## config.mk

```make
export PLATFORM = sky130hd
export DESIGN_NAME = pof_top
export DESIGN_NICKNAME = d
export VERILOG_FILES = /design/src/verilog/pof_skid.v /design/src/verilog/pof_top.v
export VERILOG_INCLUDE_DIRS = /design/src /design/src/shared
export SDC_FILE = /design/constraint.sdc
export NUM_CORES = 1
export LEC_CHECK = 0
export ABC_AREA = 1
export BUFFER_PORTS_ARGS = -buffer_cell sky130_fd_sc_hd__buf_2
export CAP_MARGIN = 20
export CORE_UTILIZATION = 50
export CTS_BUF_LIST = sky130_fd_sc_hd__clkbuf_4 sky130_fd_sc_hd__clkbuf_8 sky130_fd_sc_hd__clkbuf_16
export DETAILED_ROUTE_END_ITERATION = 6
export PLACE_DENSITY = 0.81
export SKIP_LAST_GASP = 1
export SYNTH_ARGS = -nofsm -noshare
export SYNTH_HDL_FRONTEND = slang
export SYNTH_HIERARCHICAL = 1
export SYNTH_SLANG_ARGS = --single-unit
```

## constraint.sdc

```tcl
create_clock -name clk_i -period 2.5 [get_ports clk_i]
set_clock_uncertainty 0.2 [all_clocks]
set_input_delay 0.375 -clock clk_i [delete_from_list [all_inputs] [get_ports clk_i]]
set_output_delay 0.375 -clock clk_i [all_outputs]
set_load 0.05 [all_outputs]
```

## src/shared/pof_map.vh

```
// register offsets, field positions, reset values and the power mask of the pixel output formatter
`ifndef POF_MAP_VH
`define POF_MAP_VH
// byte addresses (index times four); printed offsets are not word aligned
`define POF_IDX_FMT 8'h18
`define POF_IDX_HSW 8'h19
`define POF_IDX_DIS 8'h1A
`define POF_IDX_PWR 8'h1B
`define POF_IDX_PLL 8'h1C
`define POF_ADR_FMT 8'h60
`define POF_ADR_HSW 8'h64
`define POF_ADR_DIS 8'h68
`define POF_ADR_PWR 8'h6C
`define POF_ADR_PLL 8'h70
// reset values
`define POF_RST_FMT 8'h00
`define POF_RST_HSW 8'h10
`define POF_RST_DIS 8'h00
`define POF_RST_PWR 8'h00
`define POF_RST_PLL 8'h49
// output format fields
`define POF_FMT_WIDE 0
`define POF_FMT_ILV 1
`define POF_FMT_SWAP 2
`define POF_FMT_UVORD 3
`define POF_FMT_422 4
`define POF_FMT_CKPOL 5
`define POF_FMT_VSPOL 6
`define POF_FMT_HSPOL 7
// disable fields
`define POF_DIS_RP 0
`define POF_DIS_RS 1
`define POF_DIS_GP 2
`define POF_DIS_GS 3
`define POF_DIS_BP 4
`define POF_DIS_BS 5
`define POF_DIS_CK 6
`define POF_DIS_CK2 7
// power fields
`define POF_PWR_R 0
`define POF_PWR_G 1
`define POF_PWR_B 2
`define POF_PWR_PLL 3
`define POF_PWR_MASK 8'h0F
`endif

```

## src/verilog/pof_skid.v

```verilog
// two-entry buffer between pixel source and output formatter
`timescale 1ns/1ps
module pof_skid #(
    parameter W = 26
) (
    input wire clk_i,
    input wire rst_i,
    input wire in_valid_i,
    output wire in_ready_o,
    input wire [W-1:0] in_data_i,
    output wire out_valid_o,
    input wire out_ready_i,
    output wire [W-1:0] out_data_o
);
    reg [W-1:0] mem [0:1];
    reg wp;
    reg rp;
    reg [1:0] cnt;
    wire push = in_valid_i && (cnt != 2'd2);
    wire pop = out_ready_i && (cnt != 2'd0);
    assign in_ready_o = (cnt != 2'd2);
    assign out_valid_o = (cnt != 2'd0);
    assign out_data_o = mem[rp];
    // pointers and occupancy; full stalls the source
    always @(posedge clk_i)
    begin
        if (rst_i)
        begin
            wp <= 1'b0;
            rp <= 1'b0;
            cnt <= 2'd0;
        end
        else
        begin
            if (push)
            begin
                wp <= ~wp;
            end
            if (pop)
            begin
                rp <= ~rp;
            end
            cnt <= cnt + {1'b0, push} - {1'b0, pop};
        end
    end
    // storage has no reset, valid bookkeeping covers it
    always @(posedge clk_i)
    begin
        if (push)
        begin
            mem[wp] <= in_data_i;
        end
    end
endmodule

```

## src/verilog/pof_top.v

```verilog
// pixel output formatter: register file, pixel path and pin drivers
`timescale 1ns/1ps
`include "pof_map.vh"
module pof_top (
    input wire clk_i,
    input wire rst_i,
    // wishbone slave
    input wire cyc_i,
    input wire stb_i,
    input wire we_i,
    input wire [7:0] adr_i,
    input wire [3:0] sel_i,
    input wire [31:0] dat_i,
    output reg [31:0] dat_o,
    output reg ack_o,
    // pixel source, same clock domain
    input wire pix_valid_i,
    output wire pix_ready_o,
    input wire [7:0] pix_r_i,
    input wire [7:0] pix_g_i,
    input wire [7:0] pix_b_i,
    input wire pix_hs_i,
    input wire pix_vs_i,
    // pixel clock from the PLL, sampled here
    input wire pll_clk_i,
    // pins; an enable low means the pin is driven
    output reg [7:0] rp_o,
    output reg [7:0] gp_o,
    output reg [7:0] bp_o,
    output reg [7:0] rs_o,
    output reg [7:0] gs_o,
    output reg [7:0] bs_o,
    output reg [5:0] byte_oe_n_o,
    output reg pixel_output_clock_o,
    output reg clk_oe_n_o,
    output reg line_sync_output_o,
    output reg frame_sync_output_o,
    output reg [2:0] adc_pd_o,
    output reg pll_pd_o,
    output reg [7:0] pll_tune_o
);
    // ---------------------------------------------------------------
    // registers
    // ---------------------------------------------------------------
    reg [7:0] fmt;
    reg [7:0] hsw;
    reg [7:0] dis;
    reg [7:0] pwr;
    reg [7:0] pll;
    wire wr_stb = cyc_i && stb_i && we_i && !ack_o && sel_i[0];

    // decode used by read and write paths
    function [2:0] reg_sel;
        input [7:0] a;
        begin
            case (a)
                `POF_ADR_FMT: reg_sel = 3'd1;
                `POF_ADR_HSW: reg_sel = 3'd2;
                `POF_ADR_DIS: reg_sel = 3'd3;
                `POF_ADR_PWR: reg_sel = 3'd4;
                `POF_ADR_PLL: reg_sel = 3'd5;
                default: reg_sel = 3'd0;
            endcase
        end
    endfunction

    // one-wait-state slave; writes land at the ack edge's predecessor
    always @(posedge clk_i)
    begin
        if (rst_i)
        begin
            fmt <= `POF_RST_FMT;
            hsw <= `POF_RST_HSW;
            dis <= `POF_RST_DIS;
            pwr <= `POF_RST_PWR;
            pll <= `POF_RST_PLL;
            ack_o <= 1'b0;
            dat_o <= 32'h00000000;
        end
        else
        begin
            ack_o <= cyc_i && stb_i && !ack_o;
            if (wr_stb)
            begin
                case (reg_sel(adr_i))
                    3'd1: fmt <= dat_i[7:0];
                    3'd2: hsw <= dat_i[7:0];
                    3'd3: dis <= dat_i[7:0];
                    3'd4: pwr <= dat_i[7:0] & `POF_PWR_MASK; // reserved bits stay zero
                    3'd5: pll <= dat_i[7:0];
                    default: ;
                endcase
            end
            // unmapped reads return zero, still acknowledged
            case (reg_sel(adr_i))
                3'd1: dat_o <= {24'h000000, fmt};
                3'd2: dat_o <= {24'h000000, hsw};
                3'd3: dat_o <= {24'h000000, dis};
                3'd4: dat_o <= {24'h000000, pwr};
                3'd5: dat_o <= {24'h000000, pll};
                default: dat_o <= 32'h00000000;
            endcase
        end
    end

    // ---------------------------------------------------------------
    // power and pll controls
    // ---------------------------------------------------------------
    always @(posedge clk_i)
    begin
        if (rst_i)
        begin
            adc_pd_o <= 3'b000;
            pll_pd_o <= 1'b0;
            pll_tune_o <= `POF_RST_PLL;
        end
        else
        begin
            adc_pd_o <= {pwr[`POF_PWR_B], pwr[`POF_PWR_G], pwr[`POF_PWR_R]};
            pll_pd_o <= pwr[`POF_PWR_PLL];
            pll_tune_o <= pll;
        end
    end

    // ---------------------------------------------------------------
    // pixel clock sampling
    // ---------------------------------------------------------------
    reg ck_s1;
    reg ck_s2;
    reg ck_s3;
    always @(posedge clk_i)
    begin
        if (rst_i)
        begin
            ck_s1 <= 1'b0;
            ck_s2 <= 1'b0;
            ck_s3 <= 1'b0;
        end
        else
        begin
            ck_s1 <= pll_clk_i;
            ck_s2 <= ck_s1;
            ck_s3 <= ck_s2;
        end
    end
    wire ck_rise = ck_s2 && !ck_s3;
    wire ck_fall = !ck_s2 && ck_s3;
    // launch edge and its opposite chosen by clock polarity
    wire edge_main = fmt[`POF_FMT_CKPOL] ? ck_rise : ck_fall;
    wire edge_opp = fmt[`POF_FMT_CKPOL] ? ck_fall : ck_rise;

    // ---------------------------------------------------------------
    // input buffer
    // ---------------------------------------------------------------
    wire bf_valid;
    wire [25:0] bf_data;
    wire take;
    pof_skid #(
        .W(26)
    ) u_buf (
        .clk_i(clk_i),
        .rst_i(rst_i),
        .in_valid_i(pix_valid_i),
        .in_ready_o(pix_ready_o),
        .in_data_i({pix_vs_i, pix_hs_i, pix_r_i, pix_g_i, pix_b_i}),
        .out_valid_o(bf_valid),
        .out_ready_i(take),
        .out_data_o(bf_data)
    );
    wire [7:0] in_r = bf_data[23:16];
    wire [7:0] in_g = bf_data[15:8];
    wire [7:0] in_b = bf_data[7:0];
    wire in_hs = bf_data[24];
    wire in_vs = bf_data[25];
    wire wide = fmt[`POF_FMT_WIDE];
    // one pixel per output edge; both modes stall until an edge comes
    assign take = bf_valid && edge_main;

    // ---------------------------------------------------------------
    // pixel formatting
    // ---------------------------------------------------------------
    reg phase; // 0: even pixel after line sync, 1: odd
    reg [7:0] held_v; // chroma kept for order-clear pairing
    reg [7:0] hs_cnt;
    reg hs_act;
    reg hs_prev;
    reg [23:0] slot_a;
    reg [23:0] slot_b;
    reg [23:0] pend_s; // secondary word holder, never loaded; only reset clears it
    reg pend_en;
    reg [23:0] cur;

    // 4:2:2 conversion: luma on green, chroma on red, blue low
    always @*
    begin
        cur = {in_r, in_g, in_b};
        if (fmt[`POF_FMT_422])
        begin
            if (!phase)
            begin
                cur = {in_b, in_g, 8'h00}; // U on even pixels
            end
            else
            begin
                cur = {(fmt[`POF_FMT_UVORD] ? in_r : held_v), in_g, 8'h00};
            end
        end
    end

    always @(posedge clk_i)
    begin
        if (rst_i)
        begin
            phase <= 1'b0;
            held_v <= 8'h00;
            hs_cnt <= 8'h00;
            hs_act <= 1'b0;
            hs_prev <= 1'b0;
            slot_a <= 24'h000000;
            slot_b <= 24'h000000;
            pend_s <= 24'h000000;
            pend_en <= 1'b0;
            line_sync_output_o <= 1'b0;
            frame_sync_output_o <= 1'b0;
        end
        else
        begin
            if (take)
            begin
                hs_prev <= in_hs;
                // line sync of programmed width starts on a source sync edge
                if (in_hs && !hs_prev)
                begin
                    hs_act <= (hsw != 8'h00);
                    hs_cnt <= hsw;
                    phase <= 1'b0;
                end
                else
                begin
                    if (hs_act)
                    begin
                        if (hs_cnt <= 8'h01)
                        begin
                            hs_act <= 1'b0;
                            phase <= 1'b0; // first pixel after trailing edge
                        end
                        hs_cnt <= hs_cnt - 8'h01;
                    end
                    if (!(hs_act && hs_cnt <= 8'h01))
                    begin
                        phase <= ~phase;
                    end
                end
                if (!phase)
                begin
                    held_v <= in_r; // V of the even pixel
                end
                line_sync_output_o <= hs_act ^ fmt[`POF_FMT_HSPOL];
                frame_sync_output_o <= in_vs ^ fmt[`POF_FMT_VSPOL];
                // 48-bit: phase picks the bus, swap reverses it
                if (!wide || (phase == fmt[`POF_FMT_SWAP]))
                begin
                    slot_a <= cur;
                end
                else
                begin
                    slot_b <= cur;
                end
            end
            pend_en <= 1'b0;
        end
    end

    // ---------------------------------------------------------------
    // pin drivers
    // ---------------------------------------------------------------
    wire launch_s = fmt[`POF_FMT_ILV] ? edge_opp : edge_main;
    always @(posedge clk_i)
    begin
        if (rst_i)
        begin
            rp_o <= 8'h00;
            gp_o <= 8'h00;
            bp_o <= 8'h00;
            rs_o <= 8'h00;
            gs_o <= 8'h00;
            bs_o <= 8'h00;
            byte_oe_n_o <= 6'b000000;
            clk_oe_n_o <= 1'b0;
            pixel_output_clock_o <= 1'b0;
        end
        else
        begin
            pixel_output_clock_o <= ck_s2;
            if (edge_main)
            begin
                {rp_o, gp_o, bp_o} <= slot_a;
            end
            // secondaries low in 24-bit mode
            if (!wide)
            begin
                {rs_o, gs_o, bs_o} <= 24'h000000;
            end
            else if (launch_s)
            begin
                {rs_o, gs_o, bs_o} <= slot_b;
            end
            // enables depend only on disable bits, nothing overrides them
            byte_oe_n_o <= {dis[`POF_DIS_BS], dis[`POF_DIS_BP], dis[`POF_DIS_GS],
                            dis[`POF_DIS_GP], dis[`POF_DIS_RS], dis[`POF_DIS_RP]};
            clk_oe_n_o <= dis[`POF_DIS_CK] | dis[`POF_DIS_CK2];
        end
    end
endmodule

```

==> impl_metrics.json, run 1 <==
{
  "status": "finished, final reports clean",
  "drive_above_1_share_pct": 18.1,
  "busiest_layer": "met2",
  "max-cap-violations": 0,
  "hold_violations": 0,
  "power_density_nw_per_um2": 727,
  "required_ns": 2.69,
  "setup_viol": 0,
  "grt_pass1_wl_um": 36000,
  "gr-total-overflow": 0,
  "io_pins": 181,
  "grt_usage_pct": 22.3,
  "vias": 7900,
  "place_ws_ns": 0.344,
  "grt_use_met2_pct": 36.7,
  "tns_ns": 0,
  "p_int_uw": 6540,
  "synth_edf_count": 52,
  "period_share_pct": 88.1,
  "clockRootBuffer": "clkbuf_16",
  "synth.lib_cells_used.distinct": 34,
  "grt_max_degree": 101,
  "clock_sinks": 241,
  "grt_pass1_vias": 7358,
  "yosysMostFrequentCell": "nor2_1",
  "postLayoutSetupSlackWorst_ns": 0.298,
  "syn-cell-area_um2": 9600,
  "slew_viol_final": 0,
  "max_stage_delay_ns": 0.49,
  "clkPwrFrac_pct": 44.5,
  "die_area_um2": 19800,
  "coreArea_um2": 18800,
  "whs_ns": 0.0329,
  "die_h_um": 141,
  "critical_path_peak_fanout": 30,
  "clkLatencyLatePin_ns": 0.52,
  "synth_top_area_cell": "dfxtp_1",
  "drcViolationCount": 0,
  "ys_warn_count": 6,
  "power_frac_seq_pct": 48.8,
  "cpMaxStageDelayCell": "clkinv_1",
  "ys_ff_latch": 241,
  "yosys-top-cells-count": "223 x nor2_1, 189 x dfxtp_1, 140 x nand2_1",
  "cts_buffers": 24,
  "start_kind": "flop",
  "post_cts_buffers": 0,
  "finalCriticalPeriod_ns": 2.20,
  "htree_levels": 1,
  "crit_arrival_ns": 2.39,
  "cts_tree": "built",
  "power_frac_comb_pct": 6.7,
  "max_freq_mhz": 454,
  "cp_cell_sequence": "nand3_2, nand2_2, buf_4, clkinv_1, nand2_1, a21oi_1",
  "crit_family": "buffers and inverters",
  "ant_nets": 0,
  "clock_path_buffers": 3,
  "syn2layout_area_growth_pct": 20.3,
  "port_buffers": 129,
  "wl_um": 21900,
  "grt_util_met1_pct": 30.4,
  "routedWlPerCell_um": 14.4,
  "crit_type": "reg2reg",
  "seq_area_frac_synth_pct": 55.7,
  "p_switching_uw": 1850,
  "place_congestion": 0.862,
  "leakage_uw": 0.00503,
  "die_w_um": 141,
  "synth-async-reset-ratio_pct": 0,
  "antenna_found_initial": 0,
  "yosysTopAreaCellShare_pct": 39.4,
  "num_rows": 50,
  "peakVddDrop_uv": 603,
  "initial_utilization_pct": 51.2,
  "nets": 1353,
  "end_kind": "flop",
  "synth-main-ff-cell": "dfxtp_1",
  "clkTransAtPathRegs_ns": 0.06,
  "firstDrtPassIters": 5,
  "slew_headroom_pct": 49.5,
  "tightestPinTransition_ns": 0.757,
  "p_sw_share_pct": 22.1,
  "dp_hpwl_um": 14600,
  "drt-initial-drc-count": 832,
  "synth_cells": 1114,
  "hold_class": "in2reg",
  "postSynthAreaPerCell_um2": 8.62,
  "n_antenna_cell": 0,
  "viasPerCell": 5.19,
  "use_met3_pct": 3.50,
  "grt_setup_unrepaired": "false",
  "synth_area_leaders": "dfxtp_1 39%, edfxtp_1 16%, nor2_1 8.7%, o21ai_0 6.8%, nand2_1 5.5%",
  "critPathBufInv": 2
}
## registers in the layout (all words and copies together), names as in the netlist, 4 cells and up, named ones only
register and flops:
gs_o 8, fmt 8, pll_tune_o 8, bp_o 8, pll 8, dis 8
gp_o 8, pwr 4, hsw 8, rp_o 8, bs_o 8, dat_o 8
u_buf/mem 52, slot_b 24, held_v 8, byte_oe_n_o 6, slot_a 24, hs_cnt 8
rs_o 8
## power groups by stage
stage               logic [uW]  clock network [uW]  registers [uW]
global placement           502                   0            4180
global route               613                3960            4100
detailed placement         511                   0            4180
CTS                        556                3790            4100
floorplan                  372                   0            4190
finish                     562                3730            4100
## per-layer routing
layer	wire (um)	part of all wire [%]	vias to the layer above
li1	-	-	3887
met3	1390	6.3	52
met1	9760	44	3672
met4	542	2.5	0
met2	10300	47	289
met5	0	0	-
## cells in the final DEF, fill, tap and decap left out, types with 10 or more instances in the layout
cell type      synthesis  final
nor2_1               223    222
dfxtp_1              189    189
nand2_1              140    140
o21ai_0              130    130
buf_2                 14    129
inv_1                 95     95
a21oi_1               82     82
nand3_1               54     54
edfxtp_1              52     52
dlygate4sd3_1          0     36
conb_1                 1     24
clkbuf_16              0     24
mux2_4                20     20
buf_4                 32     16
clkbuf_8               0     10
## cells by family after synthesis
logic type	Yosys count	synth area share, %
muxes	26	3.83
buffers and inverters	173	8.61
adders and majority gates	4	0.521
other	1	0.0391
DFF	241	55.7
and+or+nand+nor	442	18.9
AOI/OAI and AO/OA	222	11.9
xor gates and xnor gates	5	0.456
## repair_timing
item,CTS,global route
hold buffers,36,0
gates resized for setup,0,0
endpoints found under the hold margin,60,0
## through the flow
step	cell area (um^2)	util (%)	instances	total power [uW]
global placement	10300	55.1	1444	4680
floorplan	9690	-	1137	4560
finish	11500	61.5	1523	8390
CTS	11500	61.5	1523	8440
detailed placement	10300	55.1	1444	4690
global route	11500	61.5	1523	8680
## tightest hold or removal path, delay by kind of cell
family | cells | cell delay, ns
simple gates | 2 | 0.16
buf+inv | 1 | 0.17
## worst paths after layout
kind         startpoint       to  slack (ns)  cells past startpoint
min reg2reg       ck_s1    ck_s2        0.21                      2
min            dat_i[2]   pll[2]        0.03                      3
max              fmt[5]  rp_o[3]        0.30                      6
max reg2reg      fmt[5]  rp_o[3]        0.30                      6
## layout make-up
| cell class | count | area [um^2] |
|---|---|---|
| clock buffers | 36 | 753 |
| clock inverters | 7 | 98.8 |
| fillers | 1497 | 7220 |
| inverters | 99 | 372 |
| multi-input cells | 723 | 3520 |
| flip-flops and latches | 241 | 5350 |
| well taps | 234 | 293 |
| repair buffers | 183 | 1170 |
No activity file was read; power rests on OpenSTA's default activity.
==> inputs of run 2 (changes only) <==
clock period = 2.25 ns   (was 2.5 ns; I/O delays follow)
==> run 2 against run 1 <==
  * Final cell count grew 0.66%
  * Core utilization is essentially flat
  * Largest cell class unchanged
  * Hold slack gained 0.11 ns
  * Highest routed layer unchanged
  * Flip-flop and latch count is the same
  * Clock power grew 5%
  * Via count grew 1.6%
  * Critical path depth is the same
  * Wire length grew 3.2%
  * Power grew 8.6%
  * Critical endpoint is now gp_o[3]
  * Register-to-register slack lost 0.14 ns
==> impl_metrics.json, run 2 (synthesis results as in run 1) <==
{
  "tightestPinTransition_ns": 0.719,
  "drcViolationCount": 0,
  "power_density_nw_per_um2": 790,
  "setup_viol": 0,
  "p_sw_share_pct": 23.0,
  "power_frac_comb_pct": 7.0,
  "wl_um": 22600,
  "clock_path_buffers": 3,
  "antenna_found_initial": 0,
  "max-cap-violations": 0,
  "firstDrtPassIters": 5,
  "nFillCells": 1466,
  "io_pins": 181,
  "port_buffers": 129,
  "grt_usage_pct": 22.5,
  "power_frac_seq_pct": 50.0,
  "grt_setup_unrepaired": "false",
  "gr-total-overflow": 0,
  "place_congestion": 0.945,
  "routedWlPerCell_um": 14.8,
  "crit_arrival_ns": 2.27,
  "postLayoutSetupSlackWorst_ns": 0.155,
  "min_path_cells": 3,
  "grt_pass1_vias": 7363,
  "die_h_um": 141,
  "final_cell_mix": "221 x nor2_1, 188 x dfxtp_1, 140 x nand2_1, 130 x o21ai_0, 129 x buf_2",
  "drive_above_1_share_pct": 18.3,
  "die_area_um2": 19800,
  "period_share_pct": 93.1,
  "syn2layout_area_growth_pct": 20.2,
  "num_rows": 50,
  "cts_tree": "built",
  "r2r_cells": 6,
  "post_cts_buffers": 0,
  "rr_startpoint": "fmt[5]",
  "hold_class": "in2reg",
  "crit_type": "reg2reg",
  "hold_violations": 0,
  "p_switching_uw": 2090,
  "fin_total_pwr_uw": 9110,
  "final_common_cell": "nor2_1",
  "ant_nets": 0,
  "p_int_uw": 7020,
  "drt-initial-drc-count": 811,
  "dp_hpwl_um": 14900,
  "reg_top3": "u_buf/mem (52), slot_a (24), slot_b (24)",
  "min_from": "rst_i",
  "hold-path-endpoint": "adc_pd_o[1]",
  "grt_max_degree": 55,
  "viasPerCell": 5.24,
  "htree_levels": 1,
  "status": "finished, final reports clean",
  "slew_headroom_pct": 52.0,
  "slew_viol_final": 0,
  "start_kind": "flop",
  "clkLatencyLatePin_ns": 0.51,
  "critical_path_peak_fanout": 30,
  "clkPwrFrac_pct": 43.1,
  "reg2reg_setup_slack_ns": 0.16,
  "n_antenna_cell": 0,
  "peakVddDrop_uv": 714,
  "finalCriticalPeriod_ns": 2.09,
  "clockRootBuffer": "clkbuf_16",
  "leakage_uw": 0.00502,
  "coreArea_um2": 18800,
  "nets": 1362,
  "clock_sinks": 241,
  "top_register": "u_buf/mem",
  "clkTransAtPathRegs_ns": 0.07,
  "required_ns": 2.42,
  "vias": 8028,
  "place_ws_ns": 0.0494,
  "cts_buffers": 24,
  "grt_pass1_wl_um": 36000,
  "die_w_um": 141,
  "final_util_pct": 61.5,
  "end_kind": "flop",
  "reg2reg_to": "gp_o[3]",
  "initial_utilization_pct": 51.2,
  "tns_ns": 0,
  "largest_register_ffs": 52,
  "max_freq_mhz": 477
}
## run 2: cell types whose count changed in the layout (fill, tap and decap cells not counted), moves of 2 or more
cell	previous run	this run
clkbuf_8	10	0
buf_4	16	25
clkinv_1	2	9
clkinv_2	3	0
clkinvlp_2	0	3
buf_12	2	0
clkinv_4	0	2
dlygate4sd3_1	36	38
nand3_1	54	52
nand3_2	2	4
## run 2: final cells by class
class	count	area, um^2	area share, %
Inverter	99	375	3.25
Timing Repair Buffer	192	1210	10.5
Multi-Input combinational cell	723	3530	30.6
Sequential cell	241	5350	46.3
Tap cell	234	293	2.54
Clock buffer	28	648	5.62
Clock inverter	16	130	1.13
## run 2: worst max path at each step
stage | from | to | slack (ns) | depth (start not counted)
3_5_place_dp | fmt[5] | gp_o[3] | 0.05 | 6
6_report | fmt[5] | gp_o[3] | 0.16 | 6
4_1_cts | fmt[5] | gp_o[3] | 0.02 | 6
5_1_grt | fmt[5] | gp_o[3] | 0.02 | 6
3_3_place_gp | fmt[5] | gp_o[6] | 0.17 | 6
2_1_floorplan | u_buf/cnt[0] | u_buf/mem[0][0] | 0.01 | 4
## run 2: per-layer routing
metal	share of wire, %	wire [um]	track usage [%]
met2	47	10600	37.3
met1	43	9720	29.7
met5	0	0	0
met4	2.9	652	8.35
met3	7.4	1680	3.84
## run 2: repair_timing
action | CTS | global route
hold endpoints to repair | 69 | 0
hold buffers | 38 | 0
gates resized for setup | 0 | 4
endpoints found under the setup margin | 0 | 32
## run 2: metrics by stage
step           hold WS [ns]  std cells  area (um^2)
6_report              0.145       1533        11500
5_1_grt               0.161       1533        11500
4_1_cts               0.144       1533        11500
3_5_place_dp          0.201       1451        10400
3_3_place_gp          0.199       1451        10400
2_1_floorplan         0.188       1137         9690
## run 2: power by group through the flow
stage                     registers (uW)  clock network, uW  logic (uW)
after floorplan                     4660                  0         413
after global placement              4640                  0         562
after detailed placement            4650                  0         570
after CTS                           4550               3930         625
after global routing                4560               4130         690
final                               4550               3920         636
## run 2: critical path, cell delays in order (launching register included)
cell,delay [ns]
dfxtp_1,0.46
nand3_2,0.16
nand2_2,0.16
buf_4,0.32
clkinvlp_4,0.38
nand2_1,0.18
a21oi_1,0.09
